$ cat src/rtl/core_mem_pkg.sv
// constants for the core memory map and flags register block
// assumes a single core clock and an 8-bit data path
package core_mem_pkg;
    localparam int PC_W = 13;
    localparam int PROG_WORD_W = 14;
    localparam logic [12:0] RESET_VECTOR = 13'h0000;
    localparam logic [12:0] IRQ_VECTOR = 13'h0004;
    localparam int PROG_WORDS_SMALL = 256;
    localparam int PROG_WORDS_LARGE = 512;
    localparam int DATA_AW = 7;
    localparam logic [6:0] FLAGS_ADDR = 7'h03;
    localparam logic [6:0] POINTER_ADDR = 7'h04;
    localparam logic [6:0] INDIRECT_ADDR = 7'h00;
    localparam logic [6:0] GPR_BASE = 7'h40;
    localparam int GPR_DEPTH = 64;
    localparam int BIT_UPPER_PAGE = 7;
    localparam int BIT_BANK_HIGH = 6;
    localparam int BIT_BANK_LOW = 5;
    localparam int BIT_WDT_N = 4;
    localparam int BIT_SLEEP_N = 3;
    localparam int BIT_ZERO = 2;
    localparam int BIT_NIBBLE = 1;
    localparam int BIT_CARRY = 0;
    localparam logic [1:0] BANK_ZERO = 2'h0;
    localparam logic [7:0] POINTER_RESET = 8'h00;
    typedef enum logic [2:0] {
        ALU_NONE = 3'b000,
        ALU_ADD = 3'b001,
        ALU_SUB = 3'b010,
        ALU_LOGIC = 3'b011,
        ALU_RRF = 3'b100,
        ALU_RLF = 3'b101
    } alu_op_t;
endpackage

$ cat src/rtl/core_memory_map_status.sv
// program counter, data bank decode, general RAM and core flags register
// assumes the instruction execution logic drives one request per clock
//
// What this block does
// - program counter is 13 bits, spanning 8K words of 14 bits
// - only 256 or 512 words implemented, chosen by parameter
// - fetches above implemented memory wrap; only low bits decoded
// - reset starts at 0000h; taken interrupt loads 0004h
// - one 128-byte data bank, special registers low, RAM above
// - 64-byte general RAM reached directly or via indirect pointer
// - bank select pair chooses bank; 00 is the only bank
// - add, subtract, logic writing flags register ignore Z, DC, C; rotates ignore only C
// - watchdog and sleep flags read-only to instruction writes
// - watchdog flag set on power-up, kick, sleep; cleared on time-out
// - sleep flag set on power-up and kick; cleared on sleep
// - zero flag set when result is zero, else cleared
// - add and subtract set nibble carry from bit 3 carry-out
// - add and subtract set carry from bit 7 carry-out
// - subtract adds two's complement; carries act as inverted borrow
// - rotates load carry with shifted-out low or high bit
// - reset values: selects 0, watchdog and sleep 1 on power-on reset only, arithmetic kept
// - flags register writable by any instruction except protected bits and the Z, DC, C cases above
`timescale 1ns/10ps
module core_memory_map_status #(
    parameter int PROG_WORDS = core_mem_pkg::PROG_WORDS_LARGE
) (
    input wire logic ref_clk_in,
    input wire logic rst_in,
    input wire logic power_on_in,
    input wire logic pc_load_in,
    input wire logic [12:0] pc_load_value_in,
    input wire logic pc_advance_in,
    input wire logic irq_take_in,
    output logic [12:0] pc_out,
    output logic [12:0] fetch_addr_out,
    input wire logic [6:0] data_addr_in,
    input wire logic data_wr_in,
    input wire logic [7:0] data_wdata_in,
    output logic [7:0] data_rdata_out,
    output logic data_hit_out,
    input wire core_mem_pkg::alu_op_t alu_op_in,
    input wire logic [7:0] alu_a_in,
    input wire logic [7:0] alu_b_in,
    input wire logic alu_carry_in,
    output logic [7:0] alu_result_out,
    input wire logic watchdog_kick_op_in,
    input wire logic sleep_op_in,
    input wire logic watchdog_timeout_in,
    output logic [7:0] core_flags_out
);
    import core_mem_pkg::*;

    localparam int PROG_AW = $clog2(PROG_WORDS);

    logic [12:0] pc;
    logic [7:0] indirect_pointer;
    logic [7:0] general_ram_file [GPR_DEPTH];
    logic upper_page_select;
    logic [1:0] bank_select_pair;
    logic watchdog_expiry_flag_n;
    logic sleep_flag_n;
    logic zero_flag;
    logic nibble_overflow_flag;
    logic carry_flag;
    logic [6:0] eff_addr;
    logic flags_sel;
    logic ram_sel;
    logic [5:0] ram_index;
    logic [8:0] sum;
    logic [4:0] low_sum;
    logic [7:0] operand_b;
    logic carry_seed;
    logic [7:0] next_result;
    logic next_zero;
    logic next_nibble;
    logic next_carry;
    logic updates_zdc;
    logic updates_carry;
    logic flags_wr;

    // wrap onto the implemented words by masking high bits
    function automatic logic [12:0] wrap_fetch(input logic [12:0] addr);
        logic [12:0] mask;
        mask = 13'(PROG_WORDS - 1);
        wrap_fetch = addr & mask;
    endfunction

    always_ff @(posedge ref_clk_in) begin
        if (rst_in) begin
            pc <= RESET_VECTOR;
        end else if (irq_take_in) begin
            pc <= IRQ_VECTOR;
        end else if (pc_load_in) begin
            pc <= pc_load_value_in;
        end else if (pc_advance_in) begin
            pc <= pc + 13'h0001;
        end
    end

    assign pc_out = pc;
    assign fetch_addr_out = wrap_fetch(pc);

    // indirect slot reads through the pointer; only bank 0 exists
    assign eff_addr = (data_addr_in == INDIRECT_ADDR) ? indirect_pointer[6:0]
                                                      : data_addr_in;
    assign flags_sel = (eff_addr == FLAGS_ADDR) && (bank_select_pair == BANK_ZERO);
    assign ram_sel = (eff_addr >= GPR_BASE) && (bank_select_pair == BANK_ZERO);
    assign ram_index = eff_addr[5:0];
    assign data_hit_out = flags_sel || ram_sel || (eff_addr == POINTER_ADDR);

    always_ff @(posedge ref_clk_in) begin
        if (rst_in) begin
            indirect_pointer <= POINTER_RESET;
        end else if (data_wr_in && eff_addr == POINTER_ADDR) begin
            indirect_pointer <= data_wdata_in;
        end
    end

    // ram contents are not reset, matching static RAM
    always_ff @(posedge ref_clk_in) begin
        if (data_wr_in && ram_sel) begin
            general_ram_file[ram_index] <= data_wdata_in;
        end
    end

    // combinational read so a prior write is seen at once
    always_comb begin
        if (flags_sel) begin
            data_rdata_out = core_flags_out;
        end else if (ram_sel) begin
            data_rdata_out = general_ram_file[ram_index];
        end else if (eff_addr == POINTER_ADDR) begin
            data_rdata_out = indirect_pointer;
        end else begin
            data_rdata_out = 8'h00;
        end
    end

    always_comb begin
        operand_b = (alu_op_in == ALU_SUB) ? ~alu_b_in : alu_b_in;
        carry_seed = (alu_op_in == ALU_SUB) ? 1'b1 : 1'b0;
        sum = {1'b0, alu_a_in} + {1'b0, operand_b} + {8'h00, carry_seed};
        low_sum = {1'b0, alu_a_in[3:0]} + {1'b0, operand_b[3:0]} + {4'h0, carry_seed};
        next_nibble = low_sum[4];
        next_carry = sum[8];
        updates_zdc = 1'b0;
        updates_carry = 1'b0;
        case (alu_op_in)
            ALU_ADD, ALU_SUB: begin
                next_result = sum[7:0];
                updates_zdc = 1'b1;
                updates_carry = 1'b1;
            end
            ALU_LOGIC: begin
                next_result = alu_b_in;
                updates_zdc = 1'b1;
            end
            ALU_RRF: begin
                next_result = {alu_carry_in, alu_a_in[7:1]};
                next_carry = alu_a_in[0];
                updates_carry = 1'b1;
            end
            ALU_RLF: begin
                next_result = {alu_a_in[6:0], alu_carry_in};
                next_carry = alu_a_in[7];
                updates_carry = 1'b1;
            end
            default: begin
                next_result = alu_a_in;
            end
        endcase
        next_zero = (next_result == 8'h00);
    end

    assign alu_result_out = next_result;
    assign flags_wr = data_wr_in && flags_sel;

    // select bits are cleared by every reset
    always_ff @(posedge ref_clk_in) begin
        if (rst_in) begin
            upper_page_select <= 1'b0;
            bank_select_pair <= BANK_ZERO;
        end else if (flags_wr) begin
            upper_page_select <= data_wdata_in[BIT_UPPER_PAGE];
            bank_select_pair <= data_wdata_in[BIT_BANK_HIGH:BIT_BANK_LOW];
        end
    end

    // only power-on forces the low-active flags high
    always_ff @(posedge ref_clk_in) begin
        if (rst_in && power_on_in) begin
            watchdog_expiry_flag_n <= 1'b1;
            sleep_flag_n <= 1'b1;
        end else begin
            // instruction writes never reach these bits
            if (watchdog_timeout_in) begin
                watchdog_expiry_flag_n <= 1'b0;
            end else if (watchdog_kick_op_in || sleep_op_in) begin
                watchdog_expiry_flag_n <= 1'b1;
            end
            if (sleep_op_in) begin
                sleep_flag_n <= 1'b0;
            end else if (watchdog_kick_op_in) begin
                sleep_flag_n <= 1'b1;
            end
        end
    end

    // arithmetic flags keep their value through resets
    always_ff @(posedge ref_clk_in) begin
        if (!rst_in) begin
            if (updates_zdc) begin
                zero_flag <= next_zero;
            end else if (flags_wr) begin
                zero_flag <= data_wdata_in[BIT_ZERO];
            end
            if (updates_zdc && alu_op_in != ALU_LOGIC) begin
                nibble_overflow_flag <= next_nibble;
            end else if (flags_wr && !updates_zdc) begin
                nibble_overflow_flag <= data_wdata_in[BIT_NIBBLE];
            end
            if (updates_carry) begin
                carry_flag <= next_carry;
            end else if (flags_wr && !updates_zdc) begin
                carry_flag <= data_wdata_in[BIT_CARRY];
            end
        end
    end

    assign core_flags_out = {upper_page_select, bank_select_pair, watchdog_expiry_flag_n,
                             sleep_flag_n, zero_flag, nibble_overflow_flag, carry_flag};
endmodule

$ cat config.mk
export PLATFORM = sky130hd
export DESIGN_NAME = core_memory_map_status
export DESIGN_NICKNAME = d
export VERILOG_FILES = /design/src/rtl/core_mem_pkg.sv /design/src/rtl/core_memory_map_status.sv
export SDC_FILE = /design/constraint.sdc
export NUM_CORES = 1
export LEC_CHECK = 0
export ABC_AREA = 1
export BUFFER_PORTS_ARGS = -buffer_cell sky130_fd_sc_hd__buf_4
export CAP_MARGIN = 20
export CORE_UTILIZATION = 40
export CTS_BUF_LIST = sky130_fd_sc_hd__clkbuf_8
export CTS_CLUSTER_DIAMETER = 100
export DETAILED_ROUTE_END_ITERATION = 16
export SETUP_SLACK_MARGIN = 0.05
export SYNTH_ARGS = -nofsm -noshare
export SYNTH_HDL_FRONTEND = slang
export SYNTH_SLANG_ARGS = --single-unit
$ cat constraint.sdc
create_clock -name ref_clk_in -period 6.03 [get_ports ref_clk_in]
set_clock_uncertainty 0.1 [all_clocks]
set_input_delay 0.9045 -clock ref_clk_in [delete_from_list [all_inputs] [get_ports ref_clk_in]]
set_output_delay 0.9045 -clock ref_clk_in [all_outputs]
set_load 0.01 [all_outputs]
; Word level (Yosys, flattened, before mapping)
; Memory sizes are Yosys's and may differ from the RTL's.
; Index checks and enable logic that the tools add are counted.
[op_classes]
n_mux = 25
n_reduce_logical = 29
addsub = 5
div_mod_pow = 0
eq_ne = 8
n_mul = 0
n_shift = 0
magnitude_cmp = 1
n_bitwise = 2
[op_table]
columns = op, n
row1 = 2-to-1 mux 8 bit, 4
row2 = case mux 8 bit (4 select lines), 1
row3 = 2-to-1 mux 13 bit, 2
row4 = 2-to-1 mux 1 bit, 15
row5 = adder 13 x 1 -> 13 bit (second input constant), 1
row6 = nonzero test 2 bit, 6
row7 = adder 8 x 8 -> 9 bit, 1
row8 = adder 9 x 1 -> 9 bit, 1
row9 = logical AND 1 bit, 8
row10 = zero test 8 bit, 1
row11 = NOT 8 bit, 1
row12 = == test 7 x 2 -> 1 bit (second input constant), 1
row13 = == test 7 x 3 -> 1 bit (second input constant), 1
row14 = greater-or-equal comparator 7 bit (second input constant), 1
row15 = zero test 7 bit, 1
row16 = 2-to-1 mux 7 bit, 1
row17 = == test 3 x 2 -> 1 bit (second input constant), 2
row18 = == test 3 bit (second input constant), 2
row19 = AND reduction 2 bit, 3
row20 = adder 4 x 4 -> 5 bit, 1
row21 = adder 5 x 1 -> 5 bit, 1
row22 = OR reduction 2 bit, 2
row23 = OR reduction 4 bit, 1
row24 = == test 3 x 1 -> 1 bit (second input constant), 1
row25 = other kinds (9), 11
[word_totals]
in_bits = 58
regBits = 29
output_inout_bits = 51
mem_bits_rw = 512
memories = 1
rom_bits = 0
latch_bits = 0
[memory_table]
columns = name, depth, word_bits, read_ports, rd_ports_with_merged_regs, write_ports, line_no
row1 = general_ram_file, 64, 8, 1, 0, 1, core_memory_map_status.sv:57  ; logic [7:0] general_ram_file [GPR_DEPTH];

; Longest topological paths before layout
; Gate-level depths: netlist of run 1.
[logic_depth]
word_depth = 8
depth_mapped = 19
depth_no_buf = 17

; Worst setup path after synthesis of run 1
; Ideal clock, no wire load.
[synth_timing]
path_kind = input-to-output
startpoint = input port alu_op_in[0]
endpoint = output port alu_result_out[7]
slack_ps = 2357
cell_stages = 15
arrival_ps = 2669
n_path_buf = 0
cell_sequence = inv_1 nand3_2 xnor2_1 ha_1 nand2_1 nand2_1 inv_1 nor2_1 a211oi_1 nand2_1 nand2_1 a21oi_1 o21ai_0 o21ai_0 inv_1
[synth_via]
elab_chain_cells = 5
[synth_lines]
columns = item, line_no
row1 = start: declaration, core_memory_map_status.sv:41  ; input wire core_mem_pkg::alu_op_t alu_op_in,
row2 = == test 3 x 2 -> 1 bit, "core_memory_map_status.sv:140, core_memory_map_status.sv:141, core_memory_map_status.sv:148"
row3 = 2-to-1 mux 8 bit, core_memory_map_status.sv:140  ; operand_b = (alu_op_in == ALU_SUB) ? ~alu_b_in : alu_b_in;
row4 = adder 8 x 8 -> 9 bit, core_memory_map_status.sv:142  ; sum = {1'b0, alu_a_in} + {1'b0, operand_b} + {8'h00, carry_seed};
row5 = adder 9 x 1 -> 9 bit, core_memory_map_status.sv:142
row6 = case mux 8 bit (4 select lines) *, core_memory_map_status.sv:148  ; case (alu_op_in)
row7 = end: declaration, core_memory_map_status.sv:45  ; output logic [7:0] alu_result_out,
; Every way passes the cells marked *; elsewhere a longest branch is shown, timed or not.

; Worst setup path after layout of run 1
[layout_timing]
startpoint = input port data_addr_in[4]
endpoint = output port data_rdata_out[7]
[layout_via]
elab_chain_cells = 6
[layout_lines]
columns = item, line_no
row1 = start: declaration, core_memory_map_status.sv:36  ; input wire logic [6:0] data_addr_in,
row2 = zero test 7 bit, core_memory_map_status.sv:104  ; assign eff_addr = (data_addr_in == INDIRECT_ADDR) ? indirect_pointer[6:0]
row3 = 2-to-1 mux 7 bit *, core_memory_map_status.sv:104
row4 = "parallel branches: the longest is 3 deep, another holds memory read (64 x 8 bit)", --
row5 = 2-to-1 mux 8 bit *, core_memory_map_status.sv:128  ; if (flags_sel) begin
row6 = end: declaration, core_memory_map_status.sv:39  ; output logic [7:0] data_rdata_out,
; Mark *: on every way between the ends.

==> results of run 1 <==
[power groups by stage]
| stage | Combinational [W] | Sequential [W] | Clock, W |
|---|---|---|---|
| 6_report | 0.000610 | 0.00414 | 0.00301 |
| 5_1_grt | 0.000664 | 0.00414 | 0.00322 |
| 4_1_cts | 0.000611 | 0.00414 | 0.00307 |
| 3_5_place_dp | 0.000609 | 0.00422 | 0 |
| 3_3_place_gp | 0.000605 | 0.00421 | 0 |
| 2_1_floorplan | 0.000328 | 0.00421 | 0 |
[per-stage QoR]
step | hold slack [ps] | power (W) | setup WS, ps
floorplan | 341 | 0.00454 | 2360
global placement | 356 | 0.00482 | 945
detailed placement | 358 | 0.00482 | 921
CTS | 272 | 0.00782 | 919
global route | 292 | 0.00802 | 659
finish | 309 | 0.00776 | 958
[layout by cell type (no fill, tap or decap), types with 10 or more instances in the layout]
cell type / synthesis / routed
sky130_fd_sc_hd__nand2_1: 961 / 961
sky130_fd_sc_hd__edfxtp_1: 515 / 515
sky130_fd_sc_hd__inv_1: 413 / 446
sky130_fd_sc_hd__nand3_1: 206 / 206
sky130_fd_sc_hd__nor2_1: 149 / 148
sky130_fd_sc_hd__buf_4: 45 / 140
sky130_fd_sc_hd__clkbuf_8: 0 / 96
sky130_fd_sc_hd__o21ai_0: 64 / 64
sky130_fd_sc_hd__a21oi_1: 35 / 35
sky130_fd_sc_hd__dfxtp_1: 26 / 26
sky130_fd_sc_hd__clkinv_1: 0 / 19
sky130_fd_sc_hd__nor3_1: 14 / 14
sky130_fd_sc_hd__ha_1: 10 / 10
[how the worst min path moves through the flow]
stage,endpoint,slack [ps],cells past startpoint
after detailed placement,indirect_pointer[7],360,2
after CTS,watchdog_expiry_flag_n,270,2
after global placement,indirect_pointer[7],360,2
after global routing,watchdog_expiry_flag_n,290,2
after floorplan,indirect_pointer[7],340,2
final,watchdog_expiry_flag_n,310,2
[layout make-up]
class,count,area [um2],share of cell area (%)
repair buffers,149,1170,4.19
well taps,782,978,3.50
clock buffers,96,1320,4.72
clock inverters,65,327,1.17
flip-flops and latches,541,16000,57.1
multi-input cells,1528,6610,23.6
inverters,422,1590,5.67
[cells by family (layout without fill, tap and decap cells)]
group                    after synthesis  count (layout)  share of synthesized area (%)
XOR/XNOR                              16              16                          0.565
other                                  1               4                         0.0151
buffers and inverters                533             732                           9.04
adder cells (fa/ha/maj)               11              11                          0.586
flip-flops                           541             541                           64.5
AND/OR/NAND/NOR                     1373            1373                           22.6
AO/OA/AOI/OAI                        124             124                           2.72
[routing by layer]
metal  vias to the layer above  global-route usage, %
li1                       8536                      -
met1                      8512                   29.6
met2                       581                   36.1
met3                       133                   3.56
met4                         0                   8.21
met5                         -                      0
[registers in the layout (all words and copies together) (netlist names)]
register and count:
general_ram_file 512, pc_out 13, indirect_pointer 8, bank_select_pair 2, carry_flag 1, nibble_overflow_flag 1, sleep_flag_n 1, upper_page_select 1
watchdog_expiry_flag_n 1, zero_flag 1
==> out/qor_table.md, run 1 <==
| Metric | Value | Unit |
| --- | --- | --- |
| Wirelength, routed | 68800 | um |
| Number of top-level design ports | 109 | - |
| Vias in the first global route | 17506 | - |
| Top cell type by total area after synthesis | sky130_fd_sc_hd__edfxtp_1 | - |
| Topmost layer with routed signal wires | met4 | - |
| Clock slew seen by the registers of the worst setup and hold paths | 60 | ps |
| GRT Residual Overflow | 0 | - |
| PD cells | 277 | nW/um2 |
| Proportion of layout cells with a drive suffix above 1 | 10.7 | % |
| Routed length on met3 | 4570 | um |
| Horizontal extent of the die | 251 | um |
| Insertion delay to the later sink of the worst-skew pair | 690 | ps |
| Area share of the leading cell type in the synthesized netlist | 62.4 | % |
| Clock net sink count | 541 | - |
| Height of the chip | 251 | um |
| DRC violation total after the first TritonRoute iteration | 1628 | - |
| Non-filler cells, final | 3583 | - |
| Hold Path Class | in2reg | - |
| Classification of the worst setup path | in2out | - |
| DP Wirelength | 42200 | um |
| Critical Path RT | 5030 | ps |
| Unrepaired setup endpoints after global routing | false | - |
| Cell type group with the largest total delay on the critical path | simple AND/OR/NAND/NOR gates | - |
| Max Slew Vio Count | 0 | - |
| Detailed route wirelength on metal2 | 32600 | um |
| Effective utilization at floorplan | 40.8 | % |
| Post-CTS sizing | 0 | - |
| Crit path arrival time | 4070 | ps |
| Number of distinct library cells after synthesis | 40 | - |
| Worst reg2reg path endpoint | general_ram_file[41][0] | - |
| Buffer levels on the longest clock path | 3 | - |
| Vias per inst | 4.96 | - |
| Minimum setup slack among reg-to-reg paths | 2330 | ps |
| Number of endpoints failing setup at the final stage | 0 | - |
| Relative contribution of sequential cells to total power | 53.3 | % |
| Share of power burned in combinational logic | 7.9 | % |
| H-Tree Depth | 3 | - |
| Antenna Nets Post-Route | 0 | - |
| Delay of the slowest cell on the worst path | 520 | ps |
| Hold Startpoint | watchdog_timeout_in | - |
| Slew at the pin closest to its max-slew limit | 960 | ps |
| Critical-path cell with the highest stage delay | sky130_fd_sc_hd__buf_4 | - |
| Setup TNS | 0 | ps |
| Buffers and inverters on the worst path | 3 | - |
| Total clock buffers created by CTS | 90 | - |
| Layout overhead on the synthesized area | 12.9 | % |
| Switching power of the nets | 0.00194 | W |
| Total stage count of the critical path | 17 | - |
| Largest fanout on the critical path | 81 | - |
| Register bit count reported by yosys | 541 | - |
| Most frequent cell after synthesis | sky130_fd_sc_hd__nand2_1 | - |
| Pin count of the biggest net entering global routing | 131 | - |
| Clk pwr share | 38.8 | % |
| Most frequent cells after synthesis | sky130_fd_sc_hd__nand2_1, sky130_fd_sc_hd__edfxtp_1, sky130_fd_sc_hd__inv_1, sky130_fd_sc_hd__nand3_1, sky130_fd_sc_hd__nor2_1 | - |
| Worst IR drop on VDD | 0.142 | mV |
| Top flip-flop cell by instance count after synthesis | sky130_fd_sc_hd__edfxtp_1 | - |
| Global-route wire length before repair | 105000 | um |
| Crit path to | data_rdata_out[7] | - |
| Cell depth of the worst flop-to-flop path | 7 | - |
| Filler instances | 5752 | - |
| Fraction of the cycle the final worst path needs | 84.1 | % |
| Launching element type of the critical path | primary input | - |
| Antenna diode count | 0 | - |
| Post-synth EDFFs | 515 | - |
| Worst R2R Start | indirect_pointer[2] | - |
| Synthesized area | 24800 | um2 |
| Total leakage power | 12.3 | nW |
| Vias after detailed routing | 17762 | - |
| Cells after synthesis | 2599 | - |
| Largest cells by area after synthesis | sky130_fd_sc_hd__edfxtp_1, sky130_fd_sc_hd__nand2_1, sky130_fd_sc_hd__inv_1 | - |
| Run status | completed | - |
| Post-CTS setup buffer count | 0 | - |
| Post-route core utilization | 46.0 | % |
| Yosys warns | 0 | - |
| Most Frequent Cell on Critical Path | sky130_fd_sc_hd__nand2_1 | - |
| Initial antenna violation count | 0 | - |
| Cell chosen for the clock root | sky130_fd_sc_hd__clkbuf_8 | - |
| Fraction of the yosys area taken by sequential cells | 64.5 | % |
| Synth async-reset ratio | 0 | % |
| Global placer's final weighted congestion | 0.877 | - |
| Cell-internal power | 0.00582 | W |
| Maximum Capacitance Violations | 0 | - |
| Post-layout net count | 2801 | - |
| First-pass iteration count of the detailed router | 7 | - |
| Final Hold Violating Endpoints | 0 | - |
| Wl on met1 | 29200 | um |
| Worst slew margin relative to its limit | 36.0 | % |
| Kind of capture point of the worst setup path | output port | - |
| Switching part of the total | 25.0 | % |
| Shortest clock period the worst path allows after layout | 5070 | ps |
| Port bufs | 104 | - |
| Hold-fix buffers at CTS | 0 | - |
| Cell-by-cell listing of the critical path | buf_4 > nor2_1 > nand2_2 > nor2_8 > nand2_2 > nand2_8 > buf_4 > nand2_1 > nand3_1 > nand2_1 > o21ai_0 > nand2_1 > nor2_1 > nand2_1 > nand2_1 > nand3_1 > buf_4 | - |
| Total global routing track utilization | 22.1 | % |
| Instance area after placement | 26300 | um2 |
| Number of cell rows | 90 | - |
| WL per Instance | 19.2 | um |
| Post-Place Cells | 3422 | - |
| Post-route cell area | 28000 | um2 |
| Worst Setup SP | data_addr_in[4] | - |
| Number of remaining DRC errors | 0 | - |
| Max Fclk | 197 | MHz |
| Mean cell area of the mapped netlist | 9.54 | um2 |
| Overall die area | 63000 | um2 |
| TritonCTS clock tree | yes | - |
| Placeable core region | 60800 | um2 |
Note: power is estimated with default switching activity, not from simulation.
==> inputs of run 2 (changes only) <==
- ABC_AREA: 1 -> 0
- clock period: 6.03 -> 4.8 ns (I/O delays scaled with it)
==> run 2 against run 1 <==
  * Flip-flop and latch count stayed put
  * Area after synthesis decreased by 10%
  * Final area down 5.2%
  * Critical path depth decreased by 6
  * Register-to-register slack worse by 870 ps
  * Count of clock-buffer cells in the layout shrank 3
  * Clock power increased by 25%
  * First-iteration DRC count increased by 21%
  * Synthesized cell count shrank 43%
  * Routed wire length is 8.0% lower
  * Critical endpoint unchanged
  * Highest routed layer unchanged
==> out/qor_table.md, run 2 <==
| Metric | Value | Unit | Delta |
| --- | --- | --- | --- |
| Run status | completed | - |  |
| WL per Instance | 25.1 | um | +31% |
| Filler instances | 4753 | - | -17% |
| Top flip-flop cell by instance count after synthesis | sky130_fd_sc_hd__edfxtp_1 | - |  |
| Non-filler cells, final | 2517 | - | -30% |
| Register Area | 16000 | um2 | about the same |
| Kind of capture point of the worst setup path | output port | - |  |
| Height of the chip | 238 | um | -5.2% |
| Proportion of layout cells with a drive suffix above 1 | 26.7 | % | +16 points |
| Number of distinct library cells after synthesis | 71 | - | +78% |
| First-pass iteration count of the detailed router | 9 | - | +2 |
| DP Wirelength | 39100 | um | -7.2% |
| Launching element type of the critical path | register | - |  |
| Global placer's final weighted congestion | 0.881 | - | +0.40% |
| Yosys warns | 0 | - | unchanged |
| Fraction of the cycle the final worst path needs | 97.8 | % |  |
| Min Hold Slack | 157 | ps | -152 ps |
| Insertion delay to the later sink of the worst-skew pair | 670 | ps | -20 ps |
| PD cells | 366 | nW/um2 | +32% |
| Total clock buffers created by CTS | 89 | - | -1.1% |
| Area taken by multi-input logic gates | 5840 | um2 | -12% |
| Global-route wire length before repair | 92800 | um | -11% |
| Most frequent cells after synthesis | sky130_fd_sc_hd__edfxtp_1, sky130_fd_sc_hd__nor2_1, sky130_fd_sc_hd__a21oi_1, sky130_fd_sc_hd__nand2_1, sky130_fd_sc_hd__mux2_2 | - |  |
| Pre-CTS setup slack | -178 | ps | -1100 ps |
| Post-layout total power | 0.00970 | W | +25% |
| Vias per inst | 5.83 | - | +18% |
| Largest fanout on the critical path | 8 | - | -90% |
| Post-Place Cells | 2343 | - | -32% |
| Top cell type by total area after synthesis | sky130_fd_sc_hd__edfxtp_1 | - |  |
| TritonCTS clock tree | yes | - |  |
| Vias after detailed routing | 14677 | - | -17% |
| Overall die area | 56500 | um2 | -10% |
| Clock net sink count | 541 | - | unchanged |
| Worst Setup SP | indirect_pointer[2] | - |  |
| Number of top-level design ports | 109 | - | unchanged |
| Most frequent cells in the layout | sky130_fd_sc_hd__edfxtp_1, sky130_fd_sc_hd__buf_4, sky130_fd_sc_hd__nor2_1 | - |  |
| Classification of the worst setup path | reg2out | - |  |
| Total global routing track utilization | 22.3 | % | +0.18 points |
| Antenna Nets Post-Route | 0 | - | unchanged |
| Placeable core region | 55000 | um2 | -9.6% |
| Horizontal extent of the die | 238 | um | -5.2% |
| Port bufs | 104 | - | unchanged |
| Layout overhead on the synthesized area | 19.2 | % |  |
| Critical Path RT | 3980 | ps | -1050 ps |
| Commonest non-fill, non-tap cell in the layout | sky130_fd_sc_hd__edfxtp_1 | - |  |
| Cell type group with the largest total delay on the critical path | simple AND/OR/NAND/NOR gates | - |  |
| DRC violation total after the first TritonRoute iteration | 1967 | - | +21% |
| Hold Startpoint | watchdog_timeout_in | - |  |
| Worst slew margin relative to its limit | 37.5 | % | +1.5 points |
| Number of cell rows | 86 | - | -4.4% |
| Crit path arrival time | 3870 | ps | -200 ps |
| Final Hold Violating Endpoints | 0 | - | unchanged |
| Buffer levels on the longest clock path | 3 | - | unchanged |
| Register with the most flip-flops | general_ram_file | - |  |
| Worst IR drop on VDD | 0.195 | mV | +38% |
| Mean cell area of the mapped netlist | 15.1 | um2 | +59% |
| Wirelength, routed | 63300 | um | -8.0% |
| Shortest clock period the worst path allows after layout | 4690 | ps |  |
| Number of endpoints failing setup at the final stage | 0 | - | unchanged |
| Area share of the leading cell type in the synthesized netlist | 69.5 | % | +7.2 points |
| Max Slew Vio Count | 0 | - | unchanged |
| Worst R2R Start | indirect_pointer[2] | - |  |
| Hold Path Class | in2reg | - |  |
| Hold-fix buffers at CTS | 0 | - | unchanged |
| Max Fclk | 213 | MHz |  |
| Total leakage power | 8.83 | nW | -28% |
| Critical-path cell with the highest stage delay | sky130_fd_sc_hd__or4_4 | - |  |
| Fraction of the yosys area taken by sequential cells | 71.9 | % | +7.4 points |
| Vias in the first global route | 14504 | - | -17% |
| Pin count of the biggest net entering global routing | 75 | - | -43% |
| Register bit count reported by yosys | 541 | - | unchanged |
| Effective utilization at floorplan | 40.4 | % | -0.32 points |
| GRT Residual Overflow | 0 | - | unchanged |
| Post-synth EDFFs | 515 | - | unchanged |
| Number of flip-flops in the largest register | 512 | - | unchanged |
| Minimum setup slack in the final design | 107 | ps | -851 ps |
| Synth async-reset ratio | 0 | % | unchanged |
| Post-layout net count | 1768 | - | -37% |
| Largest cells by area after synthesis | sky130_fd_sc_hd__edfxtp_1, sky130_fd_sc_hd__mux2_2, sky130_fd_sc_hd__a222oi_1 | - |  |
| Clock slew seen by the registers of the worst setup and hold paths | 60 | ps | about the same |
| H-Tree Depth | 3 | - | unchanged |
| Synthesized area | 22200 | um2 | -10% |
| Maximum Capacitance Violations | 0 | - | unchanged |
| Slew at the pin closest to its max-slew limit | 937 | ps | -23.2 ps |
| Cell chosen for the clock root | sky130_fd_sc_hd__clkbuf_8 | - |  |
| Unrepaired setup endpoints after global routing | true | - |  |
| Initial antenna violation count | 2 | - | +2 |
| Cell-by-cell listing of the critical path | nor4b_4 > a21o_4 > buf_12 > buf_6 > mux2_4 > a222oi_1 > a21oi_1 > or4_4 > nor4_4 > o21ai_2 > buf_4 | - |  |
| Number of remaining DRC errors | 0 | - | unchanged |
| Delay of the slowest cell on the worst path | 580 | ps | +60 ps |
| Buffers and inverters on the worst path | 3 | - | unchanged |
| Most frequent cell after synthesis | sky130_fd_sc_hd__edfxtp_1 | - |  |
| Cells after synthesis | 1471 | - | -43% |
-- run 2: cell types whose count changed in the layout (fill, tap and decap cells not counted), sizes merged, moves of 46 or more --
| cell | previous run | this run |
|---|---|---|
| a21oi | 40 | 95 |
| a222oi | 0 | 71 |
| a22oi | 1 | 51 |
| buf | 149 | 252 |
| inv | 459 | 41 |
| mux2 | 0 | 74 |
| nand2 | 969 | 75 |
| nand3 | 207 | 13 |
| nor2 | 157 | 111 |
| o21ai | 67 | 17 |
-- run 2: where the power goes --
group	internal, W	switching, W	total [W]	leakage, nW
sequential	0.00519	0.0000126	0.00520	4.84
clock	0.00195	0.00182	0.00376	0.957
combinational	0.000284	0.000458	0.000743	3.03
total	0.00742	0.00229	0.00970	8.83
-- run 2: area by class of cell --
class                           instances  share of cell area (%)
Clock inverter                         67                    1.32
Timing Repair Buffer                  253                    7.91
Inverter                                5                  0.0708
Sequential cell                       541                    60.3
Tap cell                              748                    3.53
Antenna cell                            1                 0.00944
Multi-Input combinational cell        809                    22.0
Clock buffer                           93                    4.83
-- run 2: metal layers --
layer	global-route usage, %	wire length (um)
met1	29.3	25600
met2	35.4	30200
met3	5.13	5080
met4	9.64	2430
met5	0	0
-- run 2: stage by stage --
step           instance area (um2)  utilization [%]  TNS, ps
4_1_cts                      26300             47.9        0
6_report                     26500             48.2        0
5_1_grt                      26500             48.2    -25.9
3_5_place_dp                 24600             44.7     -178
2_1_floorplan                22300                -        0
3_3_place_gp                 24600             44.7     -110
-- run 2: path summary, 6_finish.rpt --
kind         cells after the start                      end  slack (ps)
max reg2reg                      7  general_ram_file[16][3]        1460
min                              2   watchdog_expiry_flag_n         160
min reg2reg                      2      indirect_pointer[7]         370
max                             11        data_rdata_out[7]         110
-- run 2: what timing repair did --
action	in CTS	in global routing
setup endpoints to repair	8	8
gates resized for setup	7	20
pin swaps	1	19
setup buffers	3	9
endpoints found under the hold margin	0	0
gates cloned	0	1
-- run 2: kinds of logic after synthesis --
family / Yosys count / synth area share [%]
and+or+nand+nor: 308 / 6.81
DFF: 541 / 71.9
buffers and inverters: 124 / 2.68
other: 1 / 0.0169
xor gates and xnor gates: 19 / 0.748
AOI/OAI and AO/OA: 386 / 13.1
adders and majority gates: 12 / 0.698
muxes: 80 / 4.02
==> inputs of run 3 (changes only) <==
- CORE_UTILIZATION: 40 -> 45
- clock period: 4.8 -> 3.86 ns (I/O delays scaled with it)
==> run 3 against run 2 <==
  * Combinational power up 45%
  * Largest cell class unchanged
  * Final area up 5.3%
  * Sequential power up 24%
  * Die area down 11%
  * Power up 24%
  * The run now ends with setup timing left
  * Critical endpoint is now data_rdata_out[5]
  * Highest routed layer unchanged
  * Setup slack worse by 630 ps
  * Hold slack worse by 110 ps
==> out/qor_table.md, run 3 (synthesis results as in run 2) <==
| Metric | Value | Unit | Delta |
| --- | --- | --- | --- |
| Run status | finished, violations left | - |  |
| Violations in the final reports | setup timing | - |  |
| Effective utilization at floorplan | 45.5 | % | +5.1 points |
| WL per Instance | 24.6 | um | -2.2% |
| Horizontal extent of the die | 224 | um | -5.7% |
| Fraction of the cycle the final worst path needs | 113 | % |  |
| Shortest clock period the worst path allows after layout | 4380 | ps |  |
| TritonCTS clock tree | yes | - |  |
| Antenna Nets Post-Route | 0 | - | unchanged |
| Unrepaired setup endpoints after global routing | true | - |  |
| Largest fanout on the critical path | 8 | - | unchanged |
| Kind of capture point of the worst setup path | output port | - |  |
| Hold Path Class | in2reg | - |  |
| Crit path arrival time | 3700 | ps | -170 ps |
| Number of flip-flops in the largest register | 512 | - | unchanged |
| Pin count of the biggest net entering global routing | 68 | - | -9.3% |
| Most frequent cells in the layout | sky130_fd_sc_hd__edfxtp_1, sky130_fd_sc_hd__buf_4, sky130_fd_sc_hd__nor2_1 | - |  |
| Met3 GRT Util | 5.98 | % | +0.85 points |
| Post-layout net count | 1918 | - | +8.5% |
| Final Hold Violating Endpoints | 0 | - | unchanged |
| Hold path depth | 2 | - | unchanged |
| Vias per inst | 5.84 | - | +0.15% |
| Maximum Capacitance Violations | 0 | - | unchanged |
| Register with the most flip-flops | general_ram_file | - |  |
| Max Slew Vio Count | 0 | - | unchanged |
| Number of top-level design ports | 109 | - | unchanged |
| PD cells | 433 | nW/um2 | +18% |
| Post-route cell area | 27900 | um2 | +5.3% |
| Met2 Resource Use GR | 40.2 | % | +4.8 points |
| Met1 Track Usage GR | 34.6 | % | +5.3 points |
| Hold Startpoint | watchdog_timeout_in | - |  |
| Non-filler cells, final | 2577 | - | +2.4% |
| DP Wirelength | 41300 | um | +5.5% |
| Classification of the worst setup path | reg2out | - |  |
| Worst R2R Start | indirect_pointer[2] | - |  |
| Vias after detailed routing | 15049 | - | +2.5% |
| Most used routing layer | met2 | - |  |
| Clock net sink count | 541 | - | unchanged |
| Port bufs | 104 | - | unchanged |
| Worst slew margin relative to its limit | 46.0 | % | +8.5 points |
| Instance area after placement | 25800 | um2 | +4.7% |
| Minimum setup slack in the final design | -519 | ps | -626 ps |
| Initial antenna violation count | 0 | - | -2 |
| Vias in the first global route | 14920 | - | +2.9% |
| Worst reg2reg path endpoint | general_ram_file[21][4] | - |  |
| Cell depth of the worst flop-to-flop path | 11 | - | +4 |
| Buffer levels on the longest clock path | 3 | - | unchanged |
| Total clock buffers created by CTS | 88 | - | -1.1% |
| Number of endpoints failing setup at the final stage | 8 | - | +8 |
| Critical Path RT | 3180 | ps | -800 ps |
| Insertion delay to the later sink of the worst-skew pair | 670 | ps | about the same |
| Slew at the pin closest to its max-slew limit | 810 | ps | -127 ps |
| Post-Place Cells | 2407 | - | +2.7% |
| Worst IR drop on VDD | 0.266 | mV | +36% |
| Global-route wire length before repair | 94100 | um | +1.4% |
| Number of remaining DRC errors | 0 | - | unchanged |
| Height of the chip | 224 | um | -5.7% |
| Minimum setup slack among reg-to-reg paths | 1120 | ps | -340 ps |
| Overall die area | 50300 | um2 | -11% |
| Placeable core region | 48800 | um2 | -11% |
| Cell chosen for the clock root | sky130_fd_sc_hd__clkbuf_8 | - |  |
| Launching element type of the critical path | register | - |  |
| Total leakage power | 9.73 | nW | +10% |
| Total global routing track utilization | 25.5 | % | +3.2 points |
| H-Tree Depth | 3 | - | unchanged |
| DRC violation total after the first TritonRoute iteration | 1612 | - | -18% |
| Antenna diode count | 0 | - | -1 |
| Global placer's final weighted congestion | 0.900 | - | +2.1% |
| Layout overhead on the synthesized area | 25.5 | % |  |
| Hold EP | watchdog_expiry_flag_n | - |  |
| First-pass iteration count of the detailed router | 6 | - | -3 |
| Commonest non-fill, non-tap cell in the layout | sky130_fd_sc_hd__edfxtp_1 | - |  |
| GRT Residual Overflow | 0 | - | unchanged |
| Max Fclk | 228 | MHz |  |
| Clock slew seen by the registers of the worst setup and hold paths | 50 | ps | about the same |
| Hold-fix buffers at CTS | 0 | - | unchanged |
| Number of cell rows | 81 | - | -5.8% |
| Wirelength, routed | 63400 | um | +0.16% |
| Proportion of layout cells with a drive suffix above 1 | 33.6 | % | +6.9 points |
-- run 3: layer usage --
layer	part of all wire [%]	wire, um	vias to the layer above
li1	-	-	6728
met1	42	26400	7583
met2	47	29900	612
met3	7.9	5030	126
met4	3.1	1970	0
met5	0	0	-
-- run 3: where the power goes --
part           internal [W]  leakage (nW)  switching, W  total [W]
combinational      0.000466          3.92      0.000610    0.00108
sequential          0.00645          4.84     0.0000149    0.00647
clock               0.00235         0.961       0.00218    0.00453
total               0.00927          9.73       0.00281     0.0121
-- run 3: cell type report --
type,instances,area [um2]
flip-flops and latches,541,16000
clock buffers,93,1280
fillers,3952,20900
repair buffers,404,3450
clock inverters,61,302
multi-input cells,809,6040
inverters,5,18.8
well taps,664,831
-- run 3: worst max path at each step --
stage,endpoint,startpoint,cells past startpoint
floorplan,data_rdata_out[0],data_addr_in[0],11
global placement,data_rdata_out[0],data_addr_in[0],13
detailed placement,data_rdata_out[5],data_addr_in[3],12
CTS,data_rdata_out[1],indirect_pointer[2],13
global route,data_rdata_out[1],indirect_pointer[2],13
finish,data_rdata_out[5],indirect_pointer[2],14
-- run 3: stage by stage --
| step | hold WS, ps | TNS (ps) | utilization (%) | setup slack [ps] | power (W) |
|---|---|---|---|---|---|
| after detailed placement | 351 | -4330 | 52.8 | -620 | 0.00759 |
| after CTS | 4.36 | -4230 | 57.0 | -556 | 0.0122 |
| after global placement | 343 | -4440 | 52.8 | -738 | 0.00757 |
| after floorplan | 331 | 0 | - | 221 | 0.00704 |
| after global routing | 19.9 | -5050 | 57.1 | -653 | 0.0125 |
| final | 45.6 | -3800 | 57.1 | -519 | 0.0121 |
-- run 3: repair_timing --
action / in CTS / in global routing
setup buffers: 14 / 4
endpoints found under the setup margin: 10 / 9
pin swaps: 44 / 28
gates resized for setup: 61 / 12
-- run 3: worst max-delay path, stage by stage (launching register included) --
cell and delay [ps]:
sky130_fd_sc_hd__dfxtp_2 330, sky130_fd_sc_hd__nor4b_4 220, sky130_fd_sc_hd__a21o_4 230, sky130_fd_sc_hd__buf_12 140, sky130_fd_sc_hd__buf_12 140, sky130_fd_sc_hd__buf_8 110
sky130_fd_sc_hd__buf_4 110, sky130_fd_sc_hd__buf_4 130, sky130_fd_sc_hd__mux2_2 350, sky130_fd_sc_hd__a222oi_1 310, sky130_fd_sc_hd__a21oi_1 170, sky130_fd_sc_hd__nor4_4 330
sky130_fd_sc_hd__a21oi_1 120, sky130_fd_sc_hd__a21o_1 200, sky130_fd_sc_hd__buf_6 120
